`config.mk`:
```
export PLATFORM = sky130hd
export DESIGN_NAME = mdio_slave_indirect_access
export DESIGN_NICKNAME = d
export VERILOG_FILES = /design/src/rtl/mdio_pkg.sv /design/src/rtl/sb_regs_if.sv /design/src/rtl/shared_bus_access.sv /design/src/rtl/mdio_slave_indirect_access.sv
export SDC_FILE = /design/constraint.sdc
export NUM_CORES = 1
export LEC_CHECK = 0
export ABC_CLOCK_PERIOD_IN_PS = 3400
export BUFFER_PORTS_ARGS = -buffer_cell sky130_fd_sc_hd__buf_2
export CORE_UTILIZATION = 35
export DETAILED_ROUTE_END_ITERATION = 8
export GPL_TIMING_DRIVEN = 0
export PLACE_DENSITY = 0.64
export SLEW_MARGIN = 20
export SYNTH_ARGS = -nofsm -noshare
export SYNTH_HDL_FRONTEND = slang
export SYNTH_SLANG_ARGS = --single-unit
export TNS_END_PERCENT = 30
```
`constraint.sdc`:
```
create_clock -name clk -period 3.4 [get_ports clk]
set_input_delay 0.51 -clock clk [delete_from_list [all_inputs] [get_ports clk]]
set_output_delay 0.51 -clock clk [all_outputs]
set_load 0.01 [all_outputs]
```
`src/rtl/mdio_pkg.sv`:
```
// Shared constants and types for the management slave
package mdio_pkg;
  localparam int WORD_W = 32;
  localparam int HALF_W = 16;
  localparam logic [5:0] PRE_LEN = 6'h20;
  localparam logic [5:0] HDR_LAST = 6'h0c;
  localparam logic [5:0] DATA_LAST = 6'h0f;
  localparam logic [1:0] OP_WRITE = 2'h1;
  localparam logic [1:0] OP_READ = 2'h2;
  localparam logic [4:0] PHY_ADDR0_DEF = 5'h00;
  localparam logic [4:0] PHY_ADDR1_DEF = 5'h01;
  localparam logic [4:0] TARGET_ADDR_LOW = 5'h00;
  localparam logic [4:0] TARGET_ADDR_HIGH = 5'h01;
  localparam logic [4:0] XFER_DATA_LOW = 5'h02;
  localparam logic [4:0] XFER_DATA_HIGH_TRIGGER = 5'h03;
  localparam logic [4:0] XFER_DATA_HIGH_AUTOINC = 5'h04;
  localparam logic [4:0] XFER_DATA_HIGH_PASSIVE = 5'h05;
  localparam logic [4:0] ACCESS_STATUS = 5'h06;
  localparam logic [15:0] SENT16 = 16'h8888;
  localparam logic [31:0] SENT32 = 32'h88888888;
  localparam logic [31:0] WORD_ONE = 32'h00000001;
  localparam logic [31:0] SB_ADDR_STEP = 32'h00000004;
  localparam logic [31:0] SB_WIN_BASE = 32'h00000100;
  localparam logic [2:0] SB_CTRL_IDX = 3'h0;
  localparam logic [2:0] SB_ADDR_IDX = 3'h1;
  localparam logic [2:0] SB_DATA_IDX = 3'h2;
  localparam logic [2:0] SB_INC_IDX = 3'h3;
  localparam logic [2:0] SB_PAS_IDX = 3'h4;
  localparam int SB_BUSY_BIT = 0;
  localparam int SB_ERR_BIT = 1;
  typedef enum logic [2:0] {
    ST_PRE = 3'b000,
    ST_HDR = 3'b001,
    ST_TA = 3'b010,
    ST_WDATA = 3'b011,
    ST_RDATA = 3'b100
  } frame_state_type;
endpackage

```
`src/rtl/sb_regs_if.sv`:
```
// Register access path from the slave engine to the shared-bus access block
`timescale 1ns/1ns
`default_nettype none
interface sb_regs_if;
  logic req;
  logic write;
  logic [2:0] idx;
  logic [31:0] wdata;
  logic [31:0] rdata;
  logic ack;
  modport host (output req, write, idx, wdata, input rdata, ack);
  modport target (input req, write, idx, wdata, output rdata, ack);
endinterface
`default_nettype wire

```
`src/rtl/shared_bus_access.sv`:
```
// Indirect 32-bit access block for the internal shared bus
`timescale 1ns/1ns
`default_nettype none
module shared_bus_access (
  // Clock and reset
  input wire logic clk,
  input wire logic rst_n,
  input wire logic clkEn,
  // Register side
  sb_regs_if.target regs,
  // Shared bus master
  output logic sbReq,
  output logic sbWrite,
  output logic [mdio_pkg::WORD_W-1:0] sbAddr,
  output logic [mdio_pkg::WORD_W-1:0] sbWdata,
  input wire logic sbAck,
  input wire logic sbErr,
  input wire logic [mdio_pkg::WORD_W-1:0] sbRdata
);
  import mdio_pkg::*;
  logic busy_r, busy_nxt;
  logic err_r, err_nxt;
  logic wr_r, wr_nxt;
  logic ack_r, ack_nxt;
  logic [31:0] addr_r, addr_nxt;
  logic [31:0] data_r, data_nxt;
  logic [31:0] outAddr_r, outAddr_nxt;
  logic [31:0] outData_r, outData_nxt;
  logic [31:0] rdata_r, rdata_nxt;
  logic acc;

  always_comb begin
    acc = regs.req & ~ack_r;
    busy_nxt = busy_r;
    err_nxt = err_r;
    wr_nxt = wr_r;
    addr_nxt = addr_r;
    data_nxt = data_r;
    outAddr_nxt = outAddr_r;
    outData_nxt = outData_r;
    rdata_nxt = rdata_r;
    ack_nxt = acc;
    if (acc) begin
      case (regs.idx)
        SB_CTRL_IDX: begin
          rdata_nxt = '0;
          rdata_nxt[SB_BUSY_BIT] = busy_r;
          rdata_nxt[SB_ERR_BIT] = err_r;
          if (regs.write && regs.wdata[SB_ERR_BIT]) err_nxt = 1'b0;
        end
        SB_ADDR_IDX: begin
          rdata_nxt = addr_r;
          if (regs.write) addr_nxt = regs.wdata;
        end
        SB_DATA_IDX, SB_INC_IDX: begin
          rdata_nxt = busy_r ? SENT32 : data_r;
          if (!busy_r) begin
            busy_nxt = 1'b1;
            wr_nxt = regs.write;
            outAddr_nxt = addr_r;
            outData_nxt = regs.write ? regs.wdata : data_r;
            if (regs.write) data_nxt = regs.wdata;
            if (regs.idx == SB_INC_IDX) addr_nxt = addr_r + SB_ADDR_STEP;
          end
        end
        SB_PAS_IDX: begin
          rdata_nxt = busy_r ? SENT32 : data_r;
          if (regs.write) data_nxt = regs.wdata;
        end
        default: rdata_nxt = '0;
      endcase
    end
    if (busy_r && (sbAck || sbErr)) begin
      busy_nxt = 1'b0;
      if (sbErr) begin
        err_nxt = 1'b1;
        data_nxt = SENT32;
      end else if (!wr_r) begin
        data_nxt = sbRdata;
      end
    end
  end

  always_ff @(posedge clk or negedge rst_n) begin
    if (!rst_n) begin
      busy_r <= 1'b0;
      err_r <= 1'b0;
      wr_r <= 1'b0;
      ack_r <= 1'b0;
      addr_r <= '0;
      data_r <= '0;
      outAddr_r <= '0;
      outData_r <= '0;
      rdata_r <= '0;
    end else if (clkEn) begin
      busy_r <= busy_nxt;
      err_r <= err_nxt;
      wr_r <= wr_nxt;
      ack_r <= ack_nxt;
      addr_r <= addr_nxt;
      data_r <= data_nxt;
      outAddr_r <= outAddr_nxt;
      outData_r <= outData_nxt;
      rdata_r <= rdata_nxt;
    end
  end

  assign sbReq = busy_r;
  assign sbWrite = wr_r;
  assign sbAddr = outAddr_r;
  assign sbWdata = outData_r;
  assign regs.ack = ack_r;
  assign regs.rdata = rdata_r;
endmodule
`default_nettype wire

```
`src/rtl/mdio_slave_indirect_access.sv`:
```
// Management serial slave with indirect 32-bit register and shared-bus access
`timescale 1ns/1ns
`default_nettype none
// What this block does
// - Data line sampled and changed on clock rise
// - Frames follow standard clause 22 format
// - Answer only the selected PHY address
// - Seven 16-bit registers, address 6 status
// - Address halves form the target word address
// - Data low reads 0x8888 after read error
// - Write of trigger or autoinc data high starts internal write
// - Internal read starts after trigger or autoinc data high read
// - Autoinc register also bumps address after access
// - Passive data high starts no access
// - Status shows busy, last busy, error
// - Trigger registers read 0x8888 when busy/read error
// - Shared data write starts bus write
// - Shared data read starts bus read, stores
// - Autoinc alias adds four to address
// - Passive alias never starts bus access
// - Bus error sets flag, data 0x88888888
// - Busy data-alias reads return 0x88888888
// - Sequential address advances only when not busy
module mdio_slave_indirect_access #(
  parameter logic [4:0] PHY_ADDR0 = mdio_pkg::PHY_ADDR0_DEF,
  parameter logic [4:0] PHY_ADDR1 = mdio_pkg::PHY_ADDR1_DEF
) (
  // Clock and reset
  input wire logic clk,
  input wire logic rst_n,
  input wire logic clkEn,
  // Management link pins
  input wire logic slaveMgmtClockPin,
  input wire logic slaveMgmtDataPinIn,
  output logic slaveMgmtDataPinOut,
  output logic slaveMgmtDataPinOe,
  // Configuration
  input wire logic phyAddressSelect,
  // Internal register bus
  output logic regReq,
  output logic regWrite,
  output logic [mdio_pkg::WORD_W-1:0] regAddr,
  output logic [mdio_pkg::WORD_W-1:0] regWdata,
  input wire logic regAck,
  input wire logic regErr,
  input wire logic [mdio_pkg::WORD_W-1:0] regRdata,
  // Shared bus
  output logic sbReq,
  output logic sbWrite,
  output logic [mdio_pkg::WORD_W-1:0] sbAddr,
  output logic [mdio_pkg::WORD_W-1:0] sbWdata,
  input wire logic sbAck,
  input wire logic sbErr,
  input wire logic [mdio_pkg::WORD_W-1:0] sbRdata
);
  import mdio_pkg::*;
  sb_regs_if sbRegs();

  shared_bus_access u_sba (
    .clk(clk),
    .rst_n(rst_n),
    .clkEn(clkEn),
    .regs(sbRegs.target),
    .sbReq(sbReq),
    .sbWrite(sbWrite),
    .sbAddr(sbAddr),
    .sbWdata(sbWdata),
    .sbAck(sbAck),
    .sbErr(sbErr),
    .sbRdata(sbRdata)
  );

  logic [2:0] clkSync_r, clkSync_nxt;
  logic [2:0] dataSync_r, dataSync_nxt;
  logic clkLvl_r, clkLvl_nxt;
  frame_state_type fstate_r, fstate_nxt;
  logic [5:0] cnt_r, cnt_nxt;
  logic [15:0] shift_r, shift_nxt;
  logic opRead_r, opRead_nxt;
  logic [4:0] regSel_r, regSel_nxt;
  logic out_r, out_nxt;
  logic oe_r, oe_nxt;
  logic [15:0] addrLo_r, addrLo_nxt;
  logic [15:0] addrHi_r, addrHi_nxt;
  logic [15:0] dataLo_r, dataLo_nxt;
  logic [15:0] dataHi_r, dataHi_nxt;
  logic busy_r, busy_nxt;
  logic busyRd_r, busyRd_nxt;
  logic err_r, err_nxt;
  logic rdErr_r, rdErr_nxt;
  logic incPend_r, incPend_nxt;
  logic selSb_r, selSb_nxt;
  logic opWr_r, opWr_nxt;
  logic regReq_r, regReq_nxt;
  logic sbReqI_r, sbReqI_nxt;
  logic rise, bitIn, phyHit, hdrOk, done, trig, startRd, startWr;
  logic [12:0] hdr;
  logic [15:0] rdVal;
  logic [31:0] tgt, doneData;

  always_comb begin
    clkSync_nxt = {clkSync_r[1:0], slaveMgmtClockPin};
    dataSync_nxt = {dataSync_r[1:0], slaveMgmtDataPinIn};
    // Level accepted once second and third stages agree
    clkLvl_nxt = (clkSync_r[1] == clkSync_r[2]) ? clkSync_r[2] : clkLvl_r;
    rise = clkSync_r[1] & clkSync_r[2] & ~clkLvl_r;
    bitIn = dataSync_r[2];
    hdr = {shift_r[11:0], bitIn};
    phyHit = hdr[9:5] == (phyAddressSelect ? PHY_ADDR1 : PHY_ADDR0);
    hdrOk = hdr[12] & phyHit & (hdr[4:0] <= ACCESS_STATUS)
      & ((hdr[11:10] == OP_READ) | (hdr[11:10] == OP_WRITE));
    tgt = {addrHi_r, addrLo_r};
    trig = (regSel_r == XFER_DATA_HIGH_TRIGGER) | (regSel_r == XFER_DATA_HIGH_AUTOINC);
    done = busy_r & (selSb_r ? sbRegs.ack : (regAck | regErr));
    doneData = selSb_r ? sbRegs.rdata : regRdata;
    case (hdr[4:0])
      TARGET_ADDR_LOW: rdVal = addrLo_r;
      TARGET_ADDR_HIGH: rdVal = addrHi_r;
      XFER_DATA_LOW: rdVal = rdErr_r ? SENT16 : dataLo_r;
      XFER_DATA_HIGH_TRIGGER, XFER_DATA_HIGH_AUTOINC: rdVal = (busy_r | rdErr_r) ? SENT16 : dataHi_r;
      XFER_DATA_HIGH_PASSIVE: rdVal = rdErr_r ? SENT16 : dataHi_r;
      ACCESS_STATUS: rdVal = {13'h0000, err_r, busyRd_r, busy_r};
      default: rdVal = '0;
    endcase
    startRd = 1'b0;
    startWr = 1'b0;
    fstate_nxt = fstate_r;
    cnt_nxt = cnt_r;
    shift_nxt = shift_r;
    opRead_nxt = opRead_r;
    regSel_nxt = regSel_r;
    out_nxt = out_r;
    oe_nxt = oe_r;
    addrLo_nxt = addrLo_r;
    addrHi_nxt = addrHi_r;
    dataLo_nxt = dataLo_r;
    dataHi_nxt = dataHi_r;
    busy_nxt = busy_r;
    busyRd_nxt = busyRd_r;
    err_nxt = err_r;
    rdErr_nxt = rdErr_r;
    incPend_nxt = incPend_r;
    selSb_nxt = selSb_r;
    opWr_nxt = opWr_r;
    regReq_nxt = regReq_r;
    sbReqI_nxt = sbReqI_r;
    if (rise) begin
      case (fstate_r)
        ST_PRE: begin
          if (bitIn) begin
            cnt_nxt = (cnt_r == PRE_LEN) ? cnt_r : cnt_r + 6'h01;
          end else begin
            if (cnt_r == PRE_LEN) fstate_nxt = ST_HDR;
            cnt_nxt = '0;
          end
        end
        ST_HDR: begin
          shift_nxt = {shift_r[14:0], bitIn};
          cnt_nxt = cnt_r + 6'h01;
          if (cnt_r == HDR_LAST) begin
            cnt_nxt = '0;
            regSel_nxt = hdr[4:0];
            opRead_nxt = hdr[11:10] == OP_READ;
            if (hdrOk) begin
              fstate_nxt = ST_TA;
              if (hdr[11:10] == OP_READ) shift_nxt = rdVal;
              if ((hdr[4:0] == XFER_DATA_HIGH_TRIGGER) || (hdr[4:0] == XFER_DATA_HIGH_AUTOINC))
                busyRd_nxt = busy_r;
            end else begin
              fstate_nxt = ST_PRE;
            end
          end
        end
        ST_TA: begin
          cnt_nxt = 6'h01;
          if (opRead_r) begin
            oe_nxt = 1'b1;
            out_nxt = (cnt_r == '0) ? 1'b0 : shift_r[15];
          end
          if (cnt_r != '0) begin
            cnt_nxt = '0;
            fstate_nxt = opRead_r ? ST_RDATA : ST_WDATA;
            if (opRead_r) shift_nxt = {shift_r[14:0], 1'b0};
          end
        end
        ST_RDATA: begin
          out_nxt = shift_r[15];
          shift_nxt = {shift_r[14:0], 1'b0};
          cnt_nxt = cnt_r + 6'h01;
          if (cnt_r == DATA_LAST) begin
            oe_nxt = 1'b0;
            out_nxt = 1'b0;
            fstate_nxt = ST_PRE;
            cnt_nxt = '0;
            startRd = trig;
          end
        end
        ST_WDATA: begin
          shift_nxt = {shift_r[14:0], bitIn};
          cnt_nxt = cnt_r + 6'h01;
          if (cnt_r == DATA_LAST) begin
            fstate_nxt = ST_PRE;
            cnt_nxt = '0;
            startWr = trig;
            case (regSel_r)
              TARGET_ADDR_LOW: addrLo_nxt = shift_nxt;
              TARGET_ADDR_HIGH: addrHi_nxt = shift_nxt;
              XFER_DATA_LOW: dataLo_nxt = shift_nxt;
              XFER_DATA_HIGH_TRIGGER, XFER_DATA_HIGH_AUTOINC, XFER_DATA_HIGH_PASSIVE: dataHi_nxt = shift_nxt;
              default: ;
            endcase
          end
        end
        default: fstate_nxt = ST_PRE;
      endcase
    end
    if (done) begin
      busy_nxt = 1'b0;
      regReq_nxt = 1'b0;
      sbReqI_nxt = 1'b0;
      err_nxt = ~selSb_r & regErr;
      if (!opWr_r) begin
        rdErr_nxt = ~selSb_r & regErr;
        if (selSb_r || !regErr) {dataHi_nxt, dataLo_nxt} = doneData;
      end
      if (incPend_r) {addrHi_nxt, addrLo_nxt} = tgt + WORD_ONE;
    end
    if ((startRd || startWr) && !busy_r) begin
      busy_nxt = 1'b1;
      opWr_nxt = startWr;
      incPend_nxt = regSel_r == XFER_DATA_HIGH_AUTOINC;
      selSb_nxt = tgt[31:3] == SB_WIN_BASE[31:3];
      regReq_nxt = tgt[31:3] != SB_WIN_BASE[31:3];
      sbReqI_nxt = tgt[31:3] == SB_WIN_BASE[31:3];
    end
  end

  always_ff @(posedge clk or negedge rst_n) begin
    if (!rst_n) begin
      clkSync_r <= '0;
      dataSync_r <= '0;
      clkLvl_r <= 1'b0;
      fstate_r <= ST_PRE;
      cnt_r <= '0;
      shift_r <= '0;
      opRead_r <= 1'b0;
      regSel_r <= '0;
      out_r <= 1'b0;
      oe_r <= 1'b0;
      addrLo_r <= '0;
      addrHi_r <= '0;
      dataLo_r <= '0;
      dataHi_r <= '0;
      busy_r <= 1'b0;
      busyRd_r <= 1'b0;
      err_r <= 1'b0;
      rdErr_r <= 1'b0;
      incPend_r <= 1'b0;
      selSb_r <= 1'b0;
      opWr_r <= 1'b0;
      regReq_r <= 1'b0;
      sbReqI_r <= 1'b0;
    end else if (clkEn) begin
      clkSync_r <= clkSync_nxt;
      dataSync_r <= dataSync_nxt;
      clkLvl_r <= clkLvl_nxt;
      fstate_r <= fstate_nxt;
      cnt_r <= cnt_nxt;
      shift_r <= shift_nxt;
      opRead_r <= opRead_nxt;
      regSel_r <= regSel_nxt;
      out_r <= out_nxt;
      oe_r <= oe_nxt;
      addrLo_r <= addrLo_nxt;
      addrHi_r <= addrHi_nxt;
      dataLo_r <= dataLo_nxt;
      dataHi_r <= dataHi_nxt;
      busy_r <= busy_nxt;
      busyRd_r <= busyRd_nxt;
      err_r <= err_nxt;
      rdErr_r <= rdErr_nxt;
      incPend_r <= incPend_nxt;
      selSb_r <= selSb_nxt;
      opWr_r <= opWr_nxt;
      regReq_r <= regReq_nxt;
      sbReqI_r <= sbReqI_nxt;
    end
  end

  assign slaveMgmtDataPinOut = out_r;
  assign slaveMgmtDataPinOe = oe_r;
  assign regReq = regReq_r;
  assign regWrite = opWr_r;
  assign regAddr = tgt;
  assign regWdata = {dataHi_r, dataLo_r};
  assign sbRegs.req = sbReqI_r;
  assign sbRegs.write = opWr_r;
  assign sbRegs.idx = addrLo_r[2:0];
  assign sbRegs.wdata = {dataHi_r, dataLo_r};
endmodule
`default_nettype wire

```
# Word-level counts from Yosys, hierarchy flattened
# Cells that the tools add are included.
# W data, S select, Z words.
[op_classes]
n_bitwise = 17
mux = 90
n_addsub = 3
n_eq_ne = 39
n_reduce_logical = 43
n_div = 0
n_lt_le_gt_ge = 1
shifts = 0
n_mul = 0
[op_table]
columns = ["cell", "count"]
rows = [
  ["$mux W16", 34],
  ["$mux W32", 11],
  ["$pmux W32 S2", 2],
  ["$pmux W16 S6", 1],
  ["$pmux W32 S3", 1],
  ["$pmux W16 S4", 1],
  ["$add A32 B1 Y32 const B", 1],
  ["$add A32 B3 Y32 const B", 1],
  ["$eq A29 B6 Y1 const B", 1],
  ["$ne A29 B6 Y1 const B", 1],
  ["$eq A5 B3 Y1 const B", 5],
  ["$mux W1", 25],
  ["$mux W6", 4],
  ["$pmux W6 S4", 1],
  ["$eq A5 B2 Y1 const B", 4],
  ["$mux W3", 6],
  ["$ne A2 B2 Y1 const B", 8],
  ["$reduce_and A4 Y1", 4],
  ["$eq A3 B2 Y1 const B", 4],
  ["$eq A6 B4 Y1 const B", 2],
  ["$pmux W3 S4", 1],
  ["$reduce_and A6 Y1", 2],
  ["$eq A5 B1 Y1 const B", 2],
  ["$logic_not A5 Y1", 2],
  ["30 further kinds", 69],
]
[totals]
reg_bits = 277
ramBits = 0
n_memories = 0
romBits = 0
output_inout_bits = 134
latch_bits = 0

# Longest topological paths before layout
[logic_depth]
depth_word = 9
ltp_mapped = 11

# Hierarchy
# A second synthesis with hierarchy kept.
[hier_totals]
hier_cells = 1627
area_unflattened_um2 = 15399.8
[modules_own_cells]
columns = ["mod", "n_inst", "area_each_um2", "cells_each", "seq_area_each_um2"]
rows = [
  ["shared_bus_access", 1, 7902.6, 807, 4103.9],
  ["mdio_slave_indirect_access", 1, 7497.2, 820, 2827.7],
]

# Worst setup path before layout
# No wires, ideal clock.
[synth_path]
path_type = "register -> register"
from = "register addrLo_r[2]"
to = "register u_sba.addr_r[25]"
path_slack_ns = 0.729
synth_period_minus_slack_ns = 2.671
path_buffers = 4
arrival_ns = 2.553
stages_incl_launch_ff = 12
cell_sequence = "dfrtp_1 -> clkbuf_1 -> clkbuf_1 -> inv_1 -> ha_1 -> mux2_2 -> or4_1 -> clkbuf_1 -> clkbuf_1 -> nor3_1 -> a31oi_1 -> o21a_1"
[synth_between]
elab_chain_cells = 4
elab_cells_between_ends = 10
[synth_lines]
columns = ["element", "line_no", "text"]
rows = [
  ["from (decl)", "mdio_slave_indirect_access.sv:83", "logic [15:0] addrLo_r, addrLo_nxt;"],
  ["from (signal assigned)", "mdio_slave_indirect_access.sv:274", "addrLo_r <= addrLo_nxt;"],
  ["$eq A3 B2 Y1 (on tied branches)", "shared_bus_access.sv:44, shared_bus_access.sv:63", ""],
  ["$reduce_or A2 Y1", "shared_bus_access.sv:44", "case (regs.idx)"],
  ["$ne A2 B2 Y1 (no line), or another cell as far along", "--", ""],
  ["$reduce_and A6 Y1 (no line)", "--", ""],
  ["to (signal assigned)", "shared_bus_access.sv:100", "addr_r <= addr_nxt;"],
  ["to (decl)", "shared_bus_access.sv:25", "logic [31:0] addr_r, addr_nxt;"],
]
# Several ways; a longest one is shown, not always the timed one.
# A chain may end at the register's enable or synchronous reset.

# Worst setup path after layout
[layout_path]
from = "register addrLo_r[1]"
to = "register u_sba.addr_r[3]"
# Same word-level chain as after synthesis.

==> out/results.ini <==
[power_and_ir_drop]
peakVddDrop_v = 0.000291
p_leak_nw = 7.69
power_density_mw_per_mm2 = 445

[routing]
route.detailed.drc = 0
via_count = 15000
firstDrtPassIters = 6
via_per_inst = 6.07
wl_per_cell_um = 26.2
first_iter_violations = 1789
wirelength_um = 64800
antenna_left = 0

[timing]
finalHoldViolations = 0
max_freq_ghz = 0.304
fin_worst_skew_ns = 0.0166
final-setup-viol-count = 0
period_minus_slack_ns = 3.29
period_share = 0.966
grt_setup_unrepaired = no
worst_pin_slew_ns = 0.973
maxSlewHeadroom = 0.351
hold_slack_ns = 0.223
drv_slew = 0
setup_tns_ns = 0

[worst_setup_path]
path_buf_inv = 2
crit_chain = ha_1 > ha_1 > mux2_2 > nor4_2 > clkbuf_2 > clkbuf_1 > a31oi_1
path_common_cell = ha_1
crit_path_end_kind = flop
worstPathMaxFanout = 11
r2r_start = addrLo_r[1]
path_class = reg2reg
startpoint_type = flop
reg2reg_setup_slack_ns = 0.11
cp-startpoint = addrLo_r[1]
max_stage_delay_ns = 0.66
critical_path_arrival_ns = 3.67
cp_top_family = buffers and inverters
slowest_stage = dfrtp_1
worst-endpoint-required_ns = 3.78

[floorplan]
design.portCount = 208
dieArea_mm2 = 0.0442
num_rows = 75
start_util = 0.359
die_h_um = 210
die_w_um = 210
core_region_area_mm2 = 0.0423

[global_route]
grt_overflow = 0
antenna_found_initial = 1
grt_usage = 0.293
grt_pass1_vias = 14594
grt_pass1_wl_um = 96500
grt_max_degree = 92

[synthesis]
yosys-top-cells-area = dfrtp_1 46%, mux2i_1 4.7%, nand2_1 4.4%
yosysTopAreaCell = dfrtp_1
seq_area_frac_synth = 0.457
synth_edf_count = 0
yosys_warnings = 0
synth_top_area_share = 0.457
syn_inst = 1624
synth_nets = 1708
synth_ff_type = dfrtp_1
syn_avg_cell_area_um2 = 9.35
ys_types = 79
netlist_area_mm2 = 0.0152
ys_async_sr_fraction = 1.00
synth_seq_cells = 277

[place]
io_buffers = 206
hpwlAfterDp_um = 48700
place.gp.congestion = 0.975

[layout]
syn2layout_area_growth_pct = 20.1
final_cell_mix = 277 x dfrtp_1, 224 x buf_2, 178 x nand2_1
finalNetCount = 1954
antennaDiodeCount = 0
drive_above_1_share = 0.188
final_common_cell = dfrtp_1
fillers = 4209

[status]
status = complete, no violations

[clock_tree]
cts_buffers = 35
cts_root_buf = clkbuf_16
cts_setup_buffers = 0
cts.clk_slew.worst_paths_ns = 0.06
h-tree-depth = 2
clock-sinks = 277
ctsLongestPathBuffers = 3
tritoncts = built
clk_latency_ns = 0.54

[min_path]
min_from = slaveMgmtClockPin
min_path_type = in2reg

[flow_run]
cap_violations = 0

==> flip-flops by register name, summed over array words and instances (netlist names), 3 cells and up <==
signal	flops
u_sba.sbWdata	32
dataHi_r	16
regSel_r	5
u_sba.addr_r	32
dataSync_r	3
u_sba.data_r	32
cnt_r	6
dataLo_r	16
addrHi_r	16
u_sba.regs.rdata	32
u_sba.sbAddr	32
shift_r	16
fstate_r	3
clkSync_r	3
addrLo_r	16
==> worst reg2reg max path, stage by stage (launching register included) <==
cell,delay (ns)
dfrtp_1,0.66
ha_1,0.44
ha_1,0.30
mux2_2,0.38
nor4_2,0.34
clkbuf_2,0.36
clkbuf_1,0.50
a31oi_1,0.17
==> stage by stage <==
stage          cells  power, mW   util  setup slack [ns]  instance area, um2
3_3_place_gp    2407       4.26  0.400             -3.54               16900
4_1_cts         2473       8.14  0.431            0.0678               18200
2_1_floorplan   1624       3.87      -             0.729               15200
3_5_place_dp    2410       4.29  0.403            -0.449               17000
6_report        2472       8.12  0.431             0.114               18200
5_1_grt         2472       8.36  0.431            0.0204               18200
==> final timing paths <==
path	endpoint	depth (start not counted)
max	u_sba.addr_r[3]	7
min	clkSync_r[0]	2
max in group asynchronous	u_sba.addr_r[14]	4
max reg2reg	u_sba.addr_r[3]	7
min in group asynchronous	cnt_r[0]	2
min reg2reg	u_sba.sbWdata[30]	2
==> area by class of cell <==
type	instances	area, um2	area share
Inverter	36	135	0.00741
Buffer	125	517	0.0283
Clock buffer	49	990	0.0543
Sequential cell	277	6930	0.380
Clock inverter	13	188	0.0103
Timing Repair Buffer	210	1130	0.0622
Multi-Input combinational cell	1185	7620	0.418
Tap cell	577	722	0.0396
==> per-layer routing <==
layer / GRT usage / vias up / share of wire
met5: 0 / - / 0
met4: 0.139 / 0 / 0.051
met3: 0.0513 / 174 / 0.093
met2: 0.467 / 914 / 0.46
met1: 0.386 / 7329 / 0.40
li1: - / 6583 / -
==> kinds of logic (layout without fill, tap and decap cells) <==
kind of cell    count (synthesis)  after routing  synth area share
compound gates                557            557             0.247
flops                         277            277             0.457
fa+ha+maj                      10             10           0.00824
mux                           119            119            0.0823
simple gates                  497            497             0.162
xor+xnor                        2              2           0.00115
buf+inv                       162            433            0.0429
==> synth_stat cells, types with 35 or more instances <==
cell / instances
nand3_1: 39
nand2_1: 178
o21ai_1: 51
mux2_2: 44
mux2i_1: 72
inv_1: 35
dfrtp_1: 277
a21oi_1: 124
o21ai_0: 103
nor2_1: 98
clkbuf_1: 99
a2bb2oi_1: 59
nand4_1: 38
==> power by group <==
part	leakage [nW]	total (mW)	internal (mW)	switching (mW)
Combinational	3.43	0.663	0.235	0.428
Clock	0.580	3.88	2.35	1.53
Sequential	3.68	3.58	3.38	0.197
Total	7.69	8.12	5.96	2.16
==> timing repair <==
item                                   4_1_cts  5_1_grt
endpoints found under the hold margin       14        0
hold buffers                                 1        0
gates resized for setup                      4        2
setup endpoints to repair                   39       46
Power figures use the tool's default switching activity.
